File: config.mk
export PLATFORM = sky130hd
export DESIGN_NAME = cief_top
export DESIGN_NICKNAME = d
export VERILOG_FILES = /design/src/hw/cief_pkg.sv /design/src/hw/cief_sync.sv /design/src/hw/cief_top.sv
export SDC_FILE = /design/constraint.sdc
export NUM_CORES = 1
export LEC_CHECK = 0
export ABC_AREA = 1
export BUFFER_PORTS_ARGS = -buffer_cell sky130_fd_sc_hd__buf_4
export CORE_ASPECT_RATIO = 1.1
export CORE_MARGIN = 3
export CORE_UTILIZATION = 50
export DETAILED_ROUTE_END_ITERATION = 10
export GPL_ROUTABILITY_DRIVEN = 1
export PLACE_DENSITY = 0.83
export SLEW_MARGIN = 5
export SYNTH_ARGS = -nofsm -noshare
export SYNTH_HDL_FRONTEND = slang
export SYNTH_HIERARCHICAL = 1
export SYNTH_SLANG_ARGS = --single-unit
File: constraint.sdc
create_clock -name sys_clk -period 2.3 [get_ports sys_clk]
set_input_delay 0.345 -clock sys_clk [delete_from_list [all_inputs] [get_ports sys_clk]]
set_output_delay 0.345 -clock sys_clk [all_outputs]
set_load 0.05 [all_outputs]
File: src/hw/cief_pkg.sv
/*
  Constants for the core interrupt enable and flag block: register map,
  field positions, reset values.
  Assumes a classic Wishbone slave with 32-bit data, byte addressed.
*/
package cief_pkg;
  localparam logic [3:0] CIEF_ADDR_CTRL = 4'h0;
  localparam logic [3:0] CIEF_ADDR_STATUS = 4'h4;
  localparam logic [3:0] CIEF_ADDR_CLEAR = 4'h8;
  localparam logic [3:0] CIEF_ADDR_ENABLE = 4'hC;
  localparam int CIEF_ADDR_W = 4;
  localparam int CIEF_BIT_PORT_FLAG = 0;
  localparam int CIEF_BIT_EXT_FLAG = 1;
  localparam int CIEF_BIT_TMR_FLAG = 2;
  localparam int CIEF_BIT_PORT_EN = 3;
  localparam int CIEF_BIT_EXT_EN = 4;
  localparam int CIEF_BIT_TMR_EN = 5;
  localparam logic [7:0] CIEF_CTRL_RESET = 8'h00;
  localparam logic [2:0] CIEF_EVT_RESET = 3'h0;
  localparam int CIEF_PORT_W = 4;
endpackage : cief_pkg

File: src/hw/cief_sync.sv
/*
  Two-flop synchroniser for a bus of pin inputs.
  Assumes inputs asynchronous to sys_clk.
*/
`timescale 1ns/1ps
`default_nettype none
module cief_sync #(
  parameter int WIDTH = 1
) (
  // Clock and reset
  input wire logic sys_clk,
  input wire logic rst_b,
  // Data
  input wire logic [WIDTH-1:0] async_in,
  output logic [WIDTH-1:0] sync_out
);
  typedef struct packed {
    logic [WIDTH-1:0] meta;
    logic [WIDTH-1:0] sync;
  } cief_sync_t;
  cief_sync_t r;
  cief_sync_t next_r;

  always_comb begin
    next_r.meta = async_in;
    next_r.sync = r.meta;
  end

  always_ff @(posedge sys_clk or negedge rst_b) begin
    if (!rst_b) begin
      r <= '0;
    end else begin
      r <= next_r;
    end
  end

  assign sync_out = r.sync;
endmodule : cief_sync
`default_nettype wire

File: src/hw/cief_top.sv
/*
  Interrupt enable and flag register of the core: enables for timer
  overflow, external pin and port change; sticky flags set by hardware.
  Also an event status / clear / enable trio driving one irq line.
  Assumes classic Wishbone master, pins asynchronous, timer wrap is a
  one-cycle pulse from logic on sys_clk.
*/
// The placing of the registers and the Wishbone register port are this design's own decisions.
`timescale 1ns/1ps
`default_nettype none
module cief_top
  import cief_pkg::*;
(
  // Clock and reset
  input wire logic sys_clk,
  input wire logic rst_b,
  // Wishbone slave
  input wire logic wb_cyc_i,
  input wire logic wb_stb_i,
  input wire logic wb_we_i,
  input wire logic [cief_pkg::CIEF_ADDR_W-1:0] wb_adr_i,
  input wire logic [3:0] wb_sel_i,
  input wire logic [31:0] wb_dat_i,
  output logic [31:0] wb_dat_o,
  output logic wb_ack_o,
  // Interrupt sources
  input wire logic timer_zero_wrap,
  input wire logic ext_irq_pin,
  input wire logic [cief_pkg::CIEF_PORT_W-1:0] upper_port_pins,
  // Interrupt outputs
  output logic core_irq_req,
  output logic event_irq
);
  import cief_pkg::*;

  typedef struct packed {
    logic [7:0] ctrl;
    logic [2:0] evt_status;
    logic [2:0] evt_enable;
    logic ext_prev;
    logic [CIEF_PORT_W-1:0] port_prev;
    logic [2:0] warm;
    logic [31:0] dat;
    logic ack;
    logic irq;
    logic evt_irq;
  } cief_state_t;

  cief_state_t r;
  cief_state_t next_r;
  logic ext_sync;
  logic [CIEF_PORT_W-1:0] port_sync;

  // Full four-bit compare, so aliases of a register never answer
  function automatic logic cief_hit(input logic [CIEF_ADDR_W-1:0] adr, input logic [CIEF_ADDR_W-1:0] reg_adr);
    return adr == reg_adr;
  endfunction : cief_hit

  // Event vector shares the flag layout of the control byte
  function automatic logic [7:0] cief_set_flags(input logic [7:0] ctrl, input logic [2:0] evt);
    logic [7:0] flags;
    flags = ctrl;
    if (evt[CIEF_BIT_TMR_FLAG]) begin
      flags[CIEF_BIT_TMR_FLAG] = 1'b1;
    end
    if (evt[CIEF_BIT_EXT_FLAG]) begin
      flags[CIEF_BIT_EXT_FLAG] = 1'b1;
    end
    if (evt[CIEF_BIT_PORT_FLAG]) begin
      flags[CIEF_BIT_PORT_FLAG] = 1'b1;
    end
    return flags;
  endfunction : cief_set_flags

  // Global enable gating belongs to the core; this is the masked request
  function automatic logic cief_masked_req(input logic [7:0] ctrl);
    logic tmr_req;
    logic ext_req;
    logic port_req;
    tmr_req = ctrl[CIEF_BIT_TMR_EN] && ctrl[CIEF_BIT_TMR_FLAG];
    ext_req = ctrl[CIEF_BIT_EXT_EN] && ctrl[CIEF_BIT_EXT_FLAG];
    port_req = ctrl[CIEF_BIT_PORT_EN] && ctrl[CIEF_BIT_PORT_FLAG];
    return tmr_req || ext_req || port_req;
  endfunction : cief_masked_req

  // Clear register is write-only and reads zero, as do unmapped addresses
  function automatic logic [31:0] cief_read_word(input logic [CIEF_ADDR_W-1:0] adr, input logic [7:0] ctrl,
    input logic [2:0] status, input logic [2:0] enable);
    logic [31:0] word;
    word = 32'h0000_0000;
    if (cief_hit(adr, CIEF_ADDR_CTRL)) begin
      word = {24'h00_0000, ctrl};
    end
    if (cief_hit(adr, CIEF_ADDR_STATUS)) begin
      word = {29'h0000_0000, status};
    end
    if (cief_hit(adr, CIEF_ADDR_ENABLE)) begin
      word = {29'h0000_0000, enable};
    end
    return word;
  endfunction : cief_read_word

  cief_sync #(.WIDTH(1)) u_ext_sync (
    .sys_clk(sys_clk),
    .rst_b(rst_b),
    .async_in(ext_irq_pin),
    .sync_out(ext_sync)
  );

  cief_sync #(.WIDTH(CIEF_PORT_W)) u_port_sync (
    .sys_clk(sys_clk),
    .rst_b(rst_b),
    .async_in(upper_port_pins),
    .sync_out(port_sync)
  );

  logic wr_stb;
  logic rd_stb;
  logic ext_evt;
  logic port_evt;
  logic [2:0] evt;
  logic [7:0] wr_byte;

  always_comb begin
    wr_stb = wb_cyc_i && wb_stb_i && wb_we_i && !r.ack && wb_sel_i[0];
    rd_stb = wb_cyc_i && wb_stb_i && !wb_we_i && !r.ack;
    wr_byte = wb_dat_i[7:0];
    // External event on a rising edge; edge polarity select is outside this block
    ext_evt = r.warm[2] && ext_sync && !r.ext_prev;
    // Any of the upper pins differs from the last sampled value
    port_evt = r.warm[2] && (port_sync != r.port_prev);
    evt = {timer_zero_wrap, ext_evt, port_evt};

    next_r = r;
    next_r.ext_prev = ext_sync;
    next_r.port_prev = port_sync;
    // History counts only once both sync stages hold post-reset samples;
    // a pin held high through reset would otherwise look like an edge
    next_r.warm = {r.warm[1:0], 1'b1};
    next_r.ack = wb_cyc_i && wb_stb_i && !r.ack;
    next_r.dat = 32'h0000_0000;

    if (wr_stb && cief_hit(wb_adr_i, CIEF_ADDR_CTRL)) begin
      next_r.ctrl = wr_byte;
    end
    if (wr_stb && cief_hit(wb_adr_i, CIEF_ADDR_CLEAR)) begin
      next_r.evt_status = r.evt_status & ~wr_byte[2:0];
    end
    if (wr_stb && cief_hit(wb_adr_i, CIEF_ADDR_ENABLE)) begin
      next_r.evt_enable = wr_byte[2:0];
    end

    // Sets come after the write so an event in the clearing cycle wins
    next_r.ctrl = cief_set_flags(next_r.ctrl, evt);
    next_r.evt_status = next_r.evt_status | evt;

    next_r.irq = cief_masked_req(next_r.ctrl);
    next_r.evt_irq = |(next_r.evt_status & next_r.evt_enable);

    if (rd_stb) begin
      next_r.dat = cief_read_word(wb_adr_i, r.ctrl, r.evt_status, r.evt_enable);
    end
  end

  always_ff @(posedge sys_clk or negedge rst_b) begin
    if (!rst_b) begin
      r.ctrl <= CIEF_CTRL_RESET;
      r.evt_status <= CIEF_EVT_RESET;
      r.evt_enable <= CIEF_EVT_RESET;
      r.ext_prev <= 1'b0;
      r.port_prev <= '0;
      r.warm <= 3'h0;
      r.dat <= 32'h0000_0000;
      r.ack <= 1'b0;
      r.irq <= 1'b0;
      r.evt_irq <= 1'b0;
    end else begin
      r <= next_r;
    end
  end

  assign wb_dat_o = r.dat;
  assign wb_ack_o = r.ack;
  assign core_irq_req = r.irq;
  assign event_irq = r.evt_irq;
endmodule : cief_top
`default_nettype wire

==> Yosys cells after proc, flatten, opt, wreduce, memory -nomap -nowiden <==
Cells that the tools add are included.
{ "totals": {"regBits": 67, "in_bits": 51, "out_inout_bits": 35, "wordCells": 56} }
{ "classes": {"eq_ne": 4, "muxes": 10, "n_bitwise": 4, "reduce_logical": 23} }
{ "ops": {"columns": ["operator", "count"], "rows": [
  ["$mux 32", 3],
  ["$logic_and 1x1->1", 16],
  ["$eq 4x4->1 const B", 2],
  ["$mux 8", 1],
  ["$and 3x3->3", 2],
  ["$mux 3", 2],
  ["$mux 6", 1],
  ["$eq 4x3->1 const B", 1],
  ["$logic_not 4->1", 1],
  ["$ne 4x4->1", 1],
  ["$logic_not 1->1", 3],
  ["$mux 1", 3],
  ["$not 3->3", 1],
  ["$or 3x3->3", 1],
  ["$reduce_or 3->1", 1],
  ["$logic_or 1x1->1", 2]
]} }

==> Depth between registers and ports, before layout <==
{ "logic_depth": {"depth_word": 10, "ltp_mapped": 9, "depth_no_buf": 9} }

==> Hierarchy <==
The synthesis kept the hierarchy.
{ "modules_own_cells": {"columns": ["mod", "instances", "cells_per_inst", "area_per_inst_um2", "seq_area_each_um2"], "rows": [
  ["cief_top", 1, 185, 1761.7, 825.8],
  ["cief_sync (u_port_sync)", 1, 8, 200.2, 200.2],
  ["cief_sync (u_ext_sync)", 1, 2, 50.0, 50.0]
]} }

==> Worst setup path after synthesis <==
OpenSTA, ideal clock, no wires.
{ "synth_path": {"path_type": "flip-flop to flip-flop", "from": "register r (netlist bit wb_ack_o)", "to": "register r (netlist bit core_irq_req)", "setup_ps": 120, "arrival_time_ps": 1355, "t_required_ps": 2180, "setup_slack_ps": 825, "path_stages_with_launch": 10, "path_buffers": 1, "synth_period_minus_slack_ps": 1475, "cell_sequence": "dfrtp_1 > inv_1 > nand3_4 > nor2_8 > buf_12 > nand3_1 > nand2_1 > nand2_2 > nand2_2 > nand3_2"} }
{ "synth_lines": {"columns": ["element", "line_no", "source"], "rows": [
  ["from (decl)", "cief_top.sv:49", "cief_state_t r;"],
  ["from (signal assigned)", "cief_top.sv:178", "r <= next_r;"]
]} }

==> impl_metrics.env <==
export IMPL_critPathLaunchType="flip-flop"
export IMPL_hold_ws_ns=0.0239
export IMPL_post_route_drc_count=0
export IMPL_antenna_found_initial=0
export IMPL_drv_slew=0
export IMPL_die_y_um=72.5
export IMPL_io_buffers=34
export IMPL_synth_area_per_cell_sq_um=10.3
export IMPL_ios=86
export IMPL_wirelength_um=3040
export IMPL_h_tree_depth=2
export IMPL_drive_gt1_frac=0.338
export IMPL_final_antenna_net_count=0
export IMPL_crit_chain="inv_1, nand3_4, nor2_8, nand2_4, nand2_1, nand3_2, nand2_2, nand3_2"
export IMPL_clkLatencyLatePin_ns=0.29
export IMPL_clockRootBuffer="clkbuf_8"
export IMPL_finalCritPeriodShare=0.595
export IMPL_max_vdd_ir_drop_v=0.000649
export IMPL_ctsResizeCount=0
export IMPL_worstMarginPinSlew_ns=0.519
export IMPL_critPathMostFrequentCell="nand3_2"
export IMPL_syn_inst=195
export IMPL_cts_sinks=43
export IMPL_dr_pass1_iters=4
export IMPL_cpMaxStageDelayCell="dfrtp_1"
export IMPL_grt_pass1_vias=1210
export IMPL_die_w_um=66.5
export IMPL_grt_pass1_wl_um=5430
export IMPL_dp_final_hpwl_um=2300
export IMPL_timing_setup_tns_ns=0
export IMPL_grt_usage=0.152
export IMPL_globalplace_congestion=0.889
export IMPL_slew_headroom=0.654
export IMPL_cpPeakStageDelay_ns=0.38
export IMPL_grt_max_degree=44
export IMPL_yosys_warnings=6
export IMPL_clock_skew_ns=0.00666
export IMPL_cts_setup_buffers=0
export IMPL_grt_overflow=0
export IMPL_nNetsFinal=275
export IMPL_status="finished, final reports clean"
export IMPL_setup_viol=0
export IMPL_viasPerCell=4.40
export IMPL_vias=1210
export IMPL_hp_class="input port to asynchronous set/reset pin"
export IMPL_cts_path_max_buffers=2
export IMPL_crit_type="flip-flop to flip-flop"
export IMPL_num_rows=23
export IMPL_diodes=0
export IMPL_cap_violations=0
export IMPL_end_kind="flip-flop"
export IMPL_worstPathArrival_ns=1.55
export IMPL_leakage_nw=1.21
export IMPL_numCtsBuffers=5
export IMPL_ff2ff_setup_slack_ns=0.93
export IMPL_fmax_mhz=731
export IMPL_start_util=0.534
export IMPL_required_ns=2.48
export IMPL_core_area_sq_um=3770
export IMPL_hold_viol=0
export IMPL_design_die_area_sq_um=4820
export IMPL_drt_iter0_drc=39
export IMPL_cts_hold_buf=0
export IMPL_ys_seq_elements=43
export IMPL_ys_types=24
export IMPL_cts_tree="done"
export IMPL_cp_max_fo=13
export IMPL_yosysSeqAreaShare=0.535
export IMPL_period_minus_slack_ns=1.37
export IMPL_area_growth_pct=11.9
export IMPL_rsz0062_at_grt="false"
export IMPL_pwr_density_cell_nw_per_um2=726
export IMPL_synthesis_area_sq_um=2010
export IMPL_cts_clk_slew_worst_paths_ns=0.08
export IMPL_post_drt_wl_per_cell_um=11.0
-- cell type report --
type | count | area [sq um]
Timing Repair Buffer | 34 | 255
Clock inverter | 3 | 46.3
Clock buffer | 5 | 68.8
Fill cell | 315 | 1520
Multi-Input combinational cell | 123 | 678
Tap cell | 50 | 62.6
Inverter | 17 | 63.8
Sequential cell | 43 | 1080
-- cells in the mapped netlist (all sizes together) --
master  instances  area [sq um]
mux2            2          30.0
dfrtp          43          1080
buf            35           280
conb            2          7.51
nand3          16           133
nand4           3          18.8
nand2          58           270
inv            17          63.8
nor2           13          91.3
or2             1          6.26
a31oi           3          18.8
nand3b          1          7.51
o21ai           1          8.76
-- critical path: cells and delay by family (launching register included) --
family,cells,cell delay [ns]
and+or+nand+nor,7,0.78
buffers and inverters,1,0.09
DFF,1,0.38
-- power breakdown --
group,switching (W),internal (W)
logic,0.000188,0.0000623
registers,0.0000152,0.000790
clock network,0.000253,0.000327
total,0.000456,0.00118
-- worst paths after layout --
check	from	end	cells after the start
max	wb_ack_o	core_irq_req	8
min	rst_b	u_port_sync/sync_out[3]	1
max reg2reg	wb_ack_o	core_irq_req	8
min reg2reg	u_ext_sync/next_r[0]	u_ext_sync/sync_out	0
max in group asynchronous	rst_b	r[53]	1
min in group sys_clk	upper_port_pins[2]	u_port_sync/next_r[2]	1
-- registers in the layout, indices dropped and copies added (netlist names) --
register              flops
u_ext_sync/next_r         1
r                        20
event_irq                 1
u_port_sync/next_r        4
u_port_sync/sync_out      4
wb_dat_o                  8
u_ext_sync/sync_out       1
next_r                    2
core_irq_req              1
wb_ack_o                  1
-- per-stage QoR --
step | total power [W] | util | worst slack (ns) | cells | instance area [sq um]
CTS | 0.00166 | 0.597 | 0.903 | 275 | 2250
finish | 0.00164 | 0.597 | 0.932 | 275 | 2250
detailed placement | 0.00107 | 0.567 | 0.841 | 267 | 2140
global route | 0.00172 | 0.597 | 0.781 | 275 | 2250
global placement | 0.00107 | 0.567 | 0.854 | 267 | 2140
floorplan | 0.00103 | - | 0.825 | 218 | 2100
-- routing by layer --
layer,GRT usage,up-vias,part of all wire
met5,0,-,0
met2,0.230,58,0.46
met3,0.0495,4,0.081
met4,0.0677,0,0.018
met1,0.201,545,0.44
li1,-,603,-
-- cells in the final DEF (no fill, tap or decap), types with 5 or more instances in the layout --
cell type,n
nand3_1,7
inv_1,14
clkbuf_8,5
nor2_1,9
conb_1,25
buf_4,34
dfrtp_1,43
nand2_1,43
nand3_2,8
nand2_2,12
-- cell families (layout without fill, tap and decap cells) --
logic type / Yosys count / after routing / share of synthesized area
simple gates: 92 / 92 / 0.262
buf+inv: 52 / 59 / 0.171
flops: 43 / 43 / 0.535
compound gates: 4 / 4 / 0.0137
other cells: 2 / 25 / 0.00373
mux: 2 / 2 / 0.0149
(Power assumes the default switching activity.)
